## config.mk

```make
export PLATFORM = sky130hd
export DESIGN_NAME = dpc_port_ctrl
export DESIGN_NICKNAME = d
export VERILOG_FILES = /design/src/design/dpc_pkg.sv /design/src/design/dpc_timer.sv /design/src/design/dpc_port_ctrl.sv
export SDC_FILE = /design/constraint.sdc
export NUM_CORES = 1
export LEC_CHECK = 0
export ABC_CLOCK_PERIOD_IN_PS = 2050
export BUFFER_PORTS_ARGS = -buffer_cell sky130_fd_sc_hd__buf_4
export CAP_MARGIN = 0
export CORE_ASPECT_RATIO = 0.9
export CORE_MARGIN = 2
export CORE_UTILIZATION = 46
export CTS_CLUSTER_SIZE = 40
export DETAILED_ROUTE_END_ITERATION = 8
export PLACE_DENSITY = 0.73
export SLEW_MARGIN = 40
export SYNTH_ARGS = -nofsm -noshare
export SYNTH_HDL_FRONTEND = slang
export SYNTH_HIERARCHICAL = 1
export SYNTH_SLANG_ARGS = --single-unit
```

## constraint.sdc

```tcl
create_clock -name clk -period 2.05 [get_ports clk]
set_clock_uncertainty 0.1 [all_clocks]
set_input_delay 0 -clock clk [delete_from_list [all_inputs] [get_ports clk]]
set_output_delay 0 -clock clk [all_outputs]
set_load 0.1 [all_outputs]
```

## src/design/dpc_pkg.sv

```systemverilog
// Shared constants and types for the dual-port RAM port controller
package dpc_pkg;

  localparam int          ADDR_W      = 15;
  localparam int          DATA_W      = 8;
  localparam int          TOKEN_SEL_W = 3;
  localparam int          CNT_W       = 4;

  localparam int          CLK_MHZ     = 10;
  localparam int          SETUP_NS    = 20;
  localparam int          STROBE_NS   = 60;
  localparam int          RECOVER_NS  = 20;

  localparam logic [ADDR_W-1:0] MBOX_LEFT_ADDR  = 15'h7ffe;
  localparam logic [ADDR_W-1:0] MBOX_RIGHT_ADDR = 15'h7fff;

  localparam logic [1:0]  STEP_REQ   = 2'h0;
  localparam logic [1:0]  STEP_CHECK = 2'h1;
  localparam logic [1:0]  STEP_FREE  = 2'h2;

  // Least time to whole cycles, rounded up, never below one
  function automatic int ns_to_cyc(input int ns);
    int c;
    c = (ns * CLK_MHZ + 999) / 1000;
    return (c < 1) ? 1 : c;
  endfunction

  localparam int SETUP_CYC   = ns_to_cyc(SETUP_NS);
  localparam int STROBE_CYC  = ns_to_cyc(STROBE_NS);
  localparam int RECOVER_CYC = ns_to_cyc(RECOVER_NS);

  localparam logic [CNT_W-1:0] SETUP_LD   = CNT_W'(SETUP_CYC - 1);
  localparam logic [CNT_W-1:0] STROBE_LD  = CNT_W'(STROBE_CYC - 1);
  localparam logic [CNT_W-1:0] RECOVER_LD = CNT_W'(RECOVER_CYC - 1);

  typedef enum logic [2:0] {
    DPC_OP_RAM_RD,
    DPC_OP_RAM_WR,
    DPC_OP_POST,
    DPC_OP_ACK,
    DPC_OP_TOK_GET,
    DPC_OP_TOK_PUT,
    DPC_OP_TOK_RD
  } dpc_op_e;

  typedef enum logic [1:0] {
    S_IDLE,
    S_SETUP,
    S_STROBE,
    S_RECOVER
  } dpc_state_e;

endpackage

```

## src/design/dpc_timer.sv

```systemverilog
// Down-counting phase timer
module dpc_timer #(
  parameter int W = 4
) (
  input  wire logic         clk,
  input  wire logic         rst_b,
  input  wire logic         en,
  input  wire logic         load,
  input  wire logic [W-1:0] value,
  output logic              done
);
  logic [W-1:0] cnt;
  logic [W-1:0] next_cnt;

  always_comb begin
    next_cnt = cnt;
    if (load) begin
      next_cnt = value;
    end else if (cnt != '0) begin
      next_cnt = cnt - W'(1);
    end
  end

  always_ff @(posedge clk or negedge rst_b) begin
    if (!rst_b) begin
      cnt <= '0;
    end else if (en) begin
      cnt <= next_cnt;
    end
  end

  assign done = (cnt == '0);
endmodule

```

## src/design/dpc_port_ctrl.sv

```systemverilog
// Host controller for one port of the dual-port RAM
// What this block does
// - Right port clears its flag by reading 7FFF.
// - In slave role, hold contention input high; low blocks writes.
// - Exactly one master per wide array; the rest are slaves.
// - Address and select settle before the write strobe starts.
// - Request token, read back; on failure re-read or withdraw.
module dpc_port_ctrl
  import dpc_pkg::*;
#(
  parameter bit IS_LEFT     = 1'b1,
  parameter int TOKEN_TRIES = 4
) (
  input  wire logic                          clk,
  input  wire logic                          rst_b,
  input  wire logic                          en,
  input  wire logic                          cmd_valid,
  output logic                               cmd_ready,
  input  wire dpc_pkg::dpc_op_e              cmd_op,
  input  wire logic [dpc_pkg::ADDR_W-1:0]    cmd_addr,
  input  wire logic [dpc_pkg::DATA_W-1:0]    cmd_wdata,
  output logic                               rsp_valid,
  output logic [dpc_pkg::DATA_W-1:0]         rsp_rdata,
  output logic                               rsp_contention,
  output logic                               rsp_token_won,
  output logic                               mailbox_pending,
  input  wire logic                          cfg_master,
  input  wire logic                          cfg_block_writes,
  output logic                               ram_select_n,
  output logic                               token_latch_select_n,
  output logic                               rw_n,
  output logic                               out_en_n,
  output logic [dpc_pkg::ADDR_W-1:0]         addr,
  output logic [dpc_pkg::DATA_W-1:0]         data_o,
  input  wire logic [dpc_pkg::DATA_W-1:0]    data_i,
  output logic                               data_oe,
  output logic                               role_select,
  input  wire logic                          busy_n_i,
  output logic                               busy_n_o,
  output logic                               busy_n_oe,
  input  wire logic                          own_mailbox_flag_n
);
  import dpc_pkg::*;

  localparam int TRY_W = $clog2(TOKEN_TRIES + 1);
  localparam logic [ADDR_W-1:0] OWN_MBOX =
    IS_LEFT ? MBOX_LEFT_ADDR : MBOX_RIGHT_ADDR;
  localparam logic [ADDR_W-1:0] FAR_MBOX =
    IS_LEFT ? MBOX_RIGHT_ADDR : MBOX_LEFT_ADDR;

  dpc_state_e        state;
  dpc_state_e        next_state;
  dpc_op_e           op;
  dpc_op_e           next_op;
  logic [1:0]        step;
  logic [1:0]        next_step;
  logic [TRY_W-1:0]  tries;
  logic [TRY_W-1:0]  next_tries;
  logic [ADDR_W-1:0] next_addr;
  logic [DATA_W-1:0] next_data_o;
  logic              is_sem;
  logic              next_is_sem;
  logic              is_wr;
  logic              next_is_wr;
  logic [DATA_W-1:0] next_rsp_rdata;
  logic              next_rsp_valid;
  logic              next_rsp_contention;
  logic              next_rsp_token_won;
  logic              next_mailbox_pending;
  logic              next_role_select;
  logic              next_busy_n_o;
  logic              tmr_load;
  logic [CNT_W-1:0]  tmr_value;
  logic              tmr_done;
  logic              active;

  dpc_timer #(.W(CNT_W)) u_timer (
    .clk   (clk),
    .rst_b (rst_b),
    .en    (en),
    .load  (tmr_load),
    .value (tmr_value),
    .done  (tmr_done)
  );

  always_comb begin
    next_state           = state;
    next_op              = op;
    next_step            = step;
    next_tries           = tries;
    next_addr            = addr;
    next_data_o          = data_o;
    next_is_sem          = is_sem;
    next_is_wr           = is_wr;
    next_rsp_rdata       = rsp_rdata;
    next_rsp_valid       = 1'b0;
    next_rsp_contention  = rsp_contention;
    next_rsp_token_won   = rsp_token_won;
    next_mailbox_pending = !own_mailbox_flag_n;
    next_role_select     = cfg_master;
    next_busy_n_o        = !cfg_block_writes;
    tmr_load             = 1'b0;
    tmr_value            = SETUP_LD;
    unique case (state)
      S_IDLE: begin
        if (cmd_valid) begin
          next_op             = cmd_op;
          next_step           = STEP_REQ;
          next_tries          = TRY_W'(TOKEN_TRIES);
          next_rsp_contention = 1'b0;
          next_rsp_token_won  = 1'b0;
          next_addr           = cmd_addr;
          next_data_o         = cmd_wdata;
          next_is_sem         = 1'b0;
          next_is_wr          = 1'b0;
          unique case (cmd_op)
            DPC_OP_RAM_RD: next_is_wr = 1'b0;
            DPC_OP_RAM_WR: next_is_wr = 1'b1;
            DPC_OP_POST: begin
              next_addr  = FAR_MBOX;
              next_is_wr = 1'b1;
            end
            DPC_OP_ACK: next_addr = OWN_MBOX;
            DPC_OP_TOK_GET, DPC_OP_TOK_PUT, DPC_OP_TOK_RD: begin
              next_addr   = {{(ADDR_W-TOKEN_SEL_W){1'b0}},
                             cmd_addr[TOKEN_SEL_W-1:0]};
              next_is_sem = 1'b1;
              next_is_wr  = (cmd_op != DPC_OP_TOK_RD);
              next_data_o = (cmd_op == DPC_OP_TOK_PUT) ? '1 : '0;
            end
            default: next_is_wr = 1'b0;
          endcase
          next_state = S_SETUP;
          tmr_load   = 1'b1;
          tmr_value  = SETUP_LD;
        end
      end
      S_SETUP: begin
        if (tmr_done) begin
          next_state = S_STROBE;
          tmr_load   = 1'b1;
          tmr_value  = STROBE_LD;
        end
      end
      S_STROBE: begin
        if (tmr_done) begin
          if (!is_wr) begin
            next_rsp_rdata = data_i;
          end
          if (role_select && !busy_n_i) begin
            next_rsp_contention = 1'b1;
          end
          next_state = S_RECOVER;
          tmr_load   = 1'b1;
          tmr_value  = RECOVER_LD;
        end
      end
      S_RECOVER: begin
        if (tmr_done) begin
          next_state = S_IDLE;
          next_rsp_valid = 1'b1;
          if (op == DPC_OP_TOK_GET && step == STEP_REQ) begin
            next_step  = STEP_CHECK;
            next_is_wr = 1'b0;
          end else if (op == DPC_OP_TOK_GET && step == STEP_CHECK) begin
            if (!rsp_rdata[0]) begin
              next_rsp_token_won = 1'b1;
            end else if (tries != '0) begin
              next_tries = tries - TRY_W'(1);
            end else begin
              next_step   = STEP_FREE;
              next_is_wr  = 1'b1;
              next_data_o = '1;
            end
          end
          if (next_state == S_IDLE && op == DPC_OP_TOK_GET &&
              (step == STEP_REQ || (step == STEP_CHECK &&
               rsp_rdata[0]))) begin
            next_state     = S_SETUP;
            next_rsp_valid = 1'b0;
            tmr_load       = 1'b1;
            tmr_value      = SETUP_LD;
          end
        end
      end
    endcase
  end

  always_ff @(posedge clk or negedge rst_b) begin
    if (!rst_b) begin
      state           <= S_IDLE;
      op              <= DPC_OP_RAM_RD;
      step            <= STEP_REQ;
      tries           <= '0;
      addr            <= '0;
      data_o          <= '0;
      is_sem          <= 1'b0;
      is_wr           <= 1'b0;
      rsp_rdata       <= '0;
      rsp_valid       <= 1'b0;
      rsp_contention  <= 1'b0;
      rsp_token_won   <= 1'b0;
      mailbox_pending <= 1'b0;
      role_select     <= 1'b0;
      busy_n_o        <= 1'b1;
    end else if (en) begin
      state           <= next_state;
      op              <= next_op;
      step            <= next_step;
      tries           <= next_tries;
      addr            <= next_addr;
      data_o          <= next_data_o;
      is_sem          <= next_is_sem;
      is_wr           <= next_is_wr;
      rsp_rdata       <= next_rsp_rdata;
      rsp_valid       <= next_rsp_valid;
      rsp_contention  <= next_rsp_contention;
      rsp_token_won   <= next_rsp_token_won;
      mailbox_pending <= next_mailbox_pending;
      role_select     <= next_role_select;
      busy_n_o        <= next_busy_n_o;
    end
  end

  // Pin strobes
  assign active    = (state == S_SETUP) || (state == S_STROBE);
  assign cmd_ready = en && (state == S_IDLE);
  assign ram_select_n         = !(active && !is_sem);
  assign token_latch_select_n = !(active && is_sem);
  assign rw_n      = !((state == S_STROBE) && is_wr);
  assign out_en_n  = !((state == S_STROBE) && !is_wr);
  assign data_oe   = !(active && is_wr);
  assign busy_n_oe = role_select;

  // Checks
  property p_standby;
    @(posedge clk) disable iff (!rst_b)
      state == S_IDLE |-> ram_select_n && token_latch_select_n;
  endproperty
  a_standby: assert property (p_standby)
    else $error("select active while idle");

  property p_setup_first;
    @(posedge clk) disable iff (!rst_b)
      $fell(rw_n) |-> $stable(addr) &&
        $past(!ram_select_n || !token_latch_select_n);
  endproperty
  a_setup_first: assert property (p_setup_first)
    else $error("write strobe without prior setup");

  property p_one_select;
    @(posedge clk) disable iff (!rst_b)
      (!rw_n || !out_en_n) |-> (ram_select_n != token_latch_select_n);
  endproperty
  a_one_select: assert property (p_one_select)
    else $error("strobe without exactly one select");

  property p_token_addr;
    @(posedge clk) disable iff (!rst_b)
      !token_latch_select_n |->
        addr[ADDR_W-1:TOKEN_SEL_W] == '0 && data_oe == !is_wr;
  endproperty
  a_token_addr: assert property (p_token_addr)
    else $error("token access with high address bits");

  property p_token_data;
    @(posedge clk) disable iff (!rst_b)
      (!token_latch_select_n && !rw_n) |-> (data_o == '0 || data_o == '1);
  endproperty
  a_token_data: assert property (p_token_data)
    else $error("token write data not uniform");

  property p_ack_own;
    @(posedge clk) disable iff (!rst_b)
      (state == S_STROBE && op == DPC_OP_ACK) |->
        !out_en_n && !ram_select_n && rw_n && addr == OWN_MBOX;
  endproperty
  a_ack_own: assert property (p_ack_own)
    else $error("mailbox clear not a read of own mailbox");

  property p_post_far;
    @(posedge clk) disable iff (!rst_b)
      (op == DPC_OP_POST && !rw_n) |-> !ram_select_n && addr == FAR_MBOX;
  endproperty
  a_post_far: assert property (p_post_far)
    else $error("mailbox post to wrong address");

  property p_role_drive;
    @(posedge clk) disable iff (!rst_b)
      en ##1 en |-> busy_n_oe == $past(cfg_master) &&
        busy_n_o == !$past(cfg_block_writes);
  endproperty
  a_role_drive: assert property (p_role_drive)
    else $error("contention pin drive wrong for role");

  property p_verify_after_req;
    @(posedge clk) disable iff (!rst_b)
      (en && op == DPC_OP_TOK_GET && step == STEP_REQ &&
       state == S_RECOVER && tmr_done) |=>
        state == S_SETUP && !is_wr && step == STEP_CHECK;
  endproperty
  a_verify_after_req: assert property (p_verify_after_req)
    else $error("token request not followed by read back");

  property p_release_gap;
    @(posedge clk) disable iff (!rst_b)
      $rose(out_en_n) && $past(!token_latch_select_n) |->
        token_latch_select_n;
  endproperty
  a_release_gap: assert property (p_release_gap)
    else $error("token select held across reads");

  c_token_won: cover property (@(posedge clk) rsp_valid && rsp_token_won);
  c_contention: cover property (@(posedge clk) rsp_valid && rsp_contention);
  c_post: cover property (@(posedge clk) op == DPC_OP_POST && !rw_n);
  c_withdraw: cover property (@(posedge clk)
    step == STEP_FREE && !rw_n);
endmodule

```

==> results.txt <==
share of power burned in registers: 24.0%
vias in the first global route: 2523
die height: 75.96 µm
final hold viol count: 0
Rel. slew slack: 55.62%
Clock power frac: 10.8%
worst path arrival time: 2.12 ns
Design Area, Final: 0.004099 mm²
PwrDens: 1713 mW/mm²
sequential share of the synthesized area: 50.17%
DR WL met2: 3.384 mm
Layout area overhead: 54.89%
count of standard-cell rows: 26
fin crit share: 98.12%
Worst-Margin Slew: 0.6657 ns
Remaining DRCs: 0
nets: 455
Post-Synthesis Cells: 256
largest family of logic cells by synthesized area: compound AO/OA/AOI/OAI gates
Clock Sinks: 53
Final HPWL DP: 4.226 mm
crit path launch type: flop
core region area: 0.005628 mm²
Yosys reg bits: 53
Yosys top cell by area: dfrtp_1
routed wire length: 6.734 mm
DRT iter0 DRCs: 187
CTS tree: done
Post-Synth XOR/XNOR Area: 0.3310%
Synth cell types: 50
Port Buffers: 85
met3 wire len: 491 µm
H-tree Lvls: 2
Syn Area/Cell: 10.34 µm²
DIE WIDTH: 83.95 µm
Internal: 3.116 mW
kind of critical path: flop to flop
vias per cell: 5.132
combinational share of power: 65.3%
Async SR Flop Fraction: 100.0%
Min-Delay Path Class: primary input to async pin
Antenna Nets Post-Route: 0
area of the mapped netlist: 0.002646 mm²
Net Sw Frac: 55.62%
Root Buffer: clkbuf_8
Crit Path Max Fanout: 5
Clock transition at path regs: 0.11 ns
Total GRT Usage: 22.27%
share of cells above drive strength 1: 37.84%
worst setup margin: 0.03860 ns
CP required: 2.16 ns
fill count: 424
Pre-antenna DRT Iters: 4
Main synth FF type: dfrtp_1
count of warnings emitted by yosys: 6
Post-DP Area: 0.003483 mm²
number of CTS-inserted buffers: 5
dpl ws: -0.03851 ns
total power: 7.022 mW
Vias: 2448
Yosys top cell area share: 49.17%
Post-Synth Adder-Cell Area: 3.310%
Worst-Skew Late Latency: 0.32 ns
mux share of post-synthesis cell area: 6.241%
initial core utilization: 47.02%
max layer used: met4
global-route wire length before repair: 11.59 mm
final setup violation count: 0
WHS: 0.1584 ns
Synth Area in Compound Gates: 19.15%
initial antenna violation count: 0
Lkg Pwr: 1.942 nW
Longest Clk Path Bufs: 2
final core occ: 72.83%
Max Freq: 0.4972 GHz
Period minus WS final: 2.011 ns
pin count of the biggest net entering global routing: 54
NetSw: 3.906 mW
routability cong.: 0.8177
Critical Path End Type: flop
maximum vdd ir drop: 0.001241 V
grt total ovfl: 0
io pins: 86
synth top area cells: dfrtp_1 (49%), o21ai_0 (7.0%), nand2_1 (5.8%), mux2_2 (5.1%), ha_1 (3.3%)
n_diodes: 0
outcome: complete, no violations
Slew Viols, Final: 0
Post-synth EDFFs: 0
routed len/inst: 14.12 µm
max_cap viols: 0
Metal-1 WL: 2.740 mm
RSZ-0062 raised after global routing: yes
Die ar.: 0.006376 mm²
Post-Synth Simple-Gate Area: 15.70%
synth_stat cells (2+ instances only):
library cell  count
o22ai_1           2
nor2_1            9
mux2i_1           3
a21oi_1           5
dfrtp_1          52
nand3_1           2
o21ai_0          37
buf_2             3
nand2b_1          3
a2bb2oi_1         9
o2111ai_1         2
inv_1            13
nor2b_1           6
o21ai_1           2
nand4_1           4
clkbuf_1          5
o211ai_1          2
nand2_1          41
ha_1              7
mux2_2           12
buf_6             2
o22a_1            2
a31oi_1           3
nor3_1            3
or2b_2            2
final timing paths:
| kind | startpoint | endpoint | slack, ns | cells past startpoint |
|---|---|---|---|---|
| hold reg to reg | addr[11]$_DFFE_PN0P_ | addr[11]$_DFFE_PN0P_ | 0.39 | 2 |
| setup / recovery | step[1]$_DFFE_PN0P_ | u_timer/cnt[2]$_DFFE_PN0P_ | 0.04 | 7 |
| min in group clk | data_i[6] | rsp_rdata[6]$_DFFE_PN0P_ | 0.35 | 3 |
| max in group asynchronous | rst_b | rsp_rdata[0]$_DFFE_PN0P_ | 1.22 | 2 |
| setup reg to reg | step[1]$_DFFE_PN0P_ | u_timer/cnt[2]$_DFFE_PN0P_ | 0.04 | 7 |
| hold / removal | rst_b | addr[5]$_DFFE_PN0P_ | 0.16 | 2 |
timing repair:
item / 4_1_cts / 5_1_grt
buffers inserted: 0 / 2
pin swaps: 0 / 7
resized for setup: 1 / 13
hold buffers: 43 / 0
setup endpoints to repair: 4 / 28
hold endpoints to repair: 95 / 0
flip-flops by register name, summed over array words and instances, names as in the netlist:
register and count:
is_wr 1, state 2, u_timer/cnt 4, addr 15
rsp_rdata 8, mailbox_pending 1, step 2, busy_n_o 1
data_o 8, op 3, tries 3, rsp_contention 1
is_sem 1, rsp_valid 1, rsp_token_won 1, busy_n_oe 1
stage by stage:
step                cells  setup TNS, ns
floorplan             260              0
global placement      424              0
detailed placement    424       -0.08120
CTS                   475              0
global route          477        -0.1694
finish                477              0
final cells by class:
cell class,instances,area (µm²),area share [%]
Clock buffer,5,68.82,1.679
Clock inverter,3,50.05,1.221
Inverter,13,48.80,1.190
Multi-Input combinational cell,181,1262,30.80
Sequential cell,53,1329,32.42
Tap cell,70,87.58,2.137
Timing Repair Buffer,152,1252,30.56
logic make-up (layout without fill, tap and decap cells):
family | after synthesis | in the layout
AOI/OAI and AO/OA | 74 | 74
xor gates and xnor gates | 1 | 1
adders and majority gates | 7 | 7
buffers and inverters | 26 | 173
DFF | 53 | 53
muxes | 15 | 15
other | 1 | 5
and+or+nand+nor | 79 | 79
layer usage:
layer	track usage (%)	vias to the layer above
met1	26.88	1159
met4	7.581	0
met3	7.081	10
li1	-	1196
met2	37.68	83
met5	0	-
critical path: stages (launching register included):
cell,delay (ns)
dfrtp_1,0.40
or4b_4,0.56
nor3_4,0.21
o21ai_1,0.11
nand2_2,0.11
nand2b_4,0.15
o21ai_2,0.05
a22o_1,0.20
power groups by stage:
stage / clock, mW / sequential [mW] / combinational (mW)
after floorplan: 0 / 3.39 / 1.61
after global placement: 0 / 1.67 / 4.31
after detailed placement: 0 / 1.68 / 4.35
after CTS: 0.776 / 1.66 / 4.44
after global routing: 0.820 / 1.74 / 4.82
final: 0.756 / 1.68 / 4.58
cell usage in the layout, fill, tap and decap left out, drive strengths merged, types with 2 or more instances in the layout:
cell and instances:
ha 7, or2b 2, a2bb2oi 9, inv 14
mux2i 3, a21oi 6, dlygate4sd3 43, nand2 41
o211ai 2, mux2 12, buf 109, nor3 4
o21ai 39, o22a 2, a31oi 3, nand2b 4
nand3 2, nor2b 6, o2111ai 2, clkbuf 5
dfrtp 52, conb 5, o22ai 3, nand4 4
nor2 9
(Power assumes the default switching activity.)
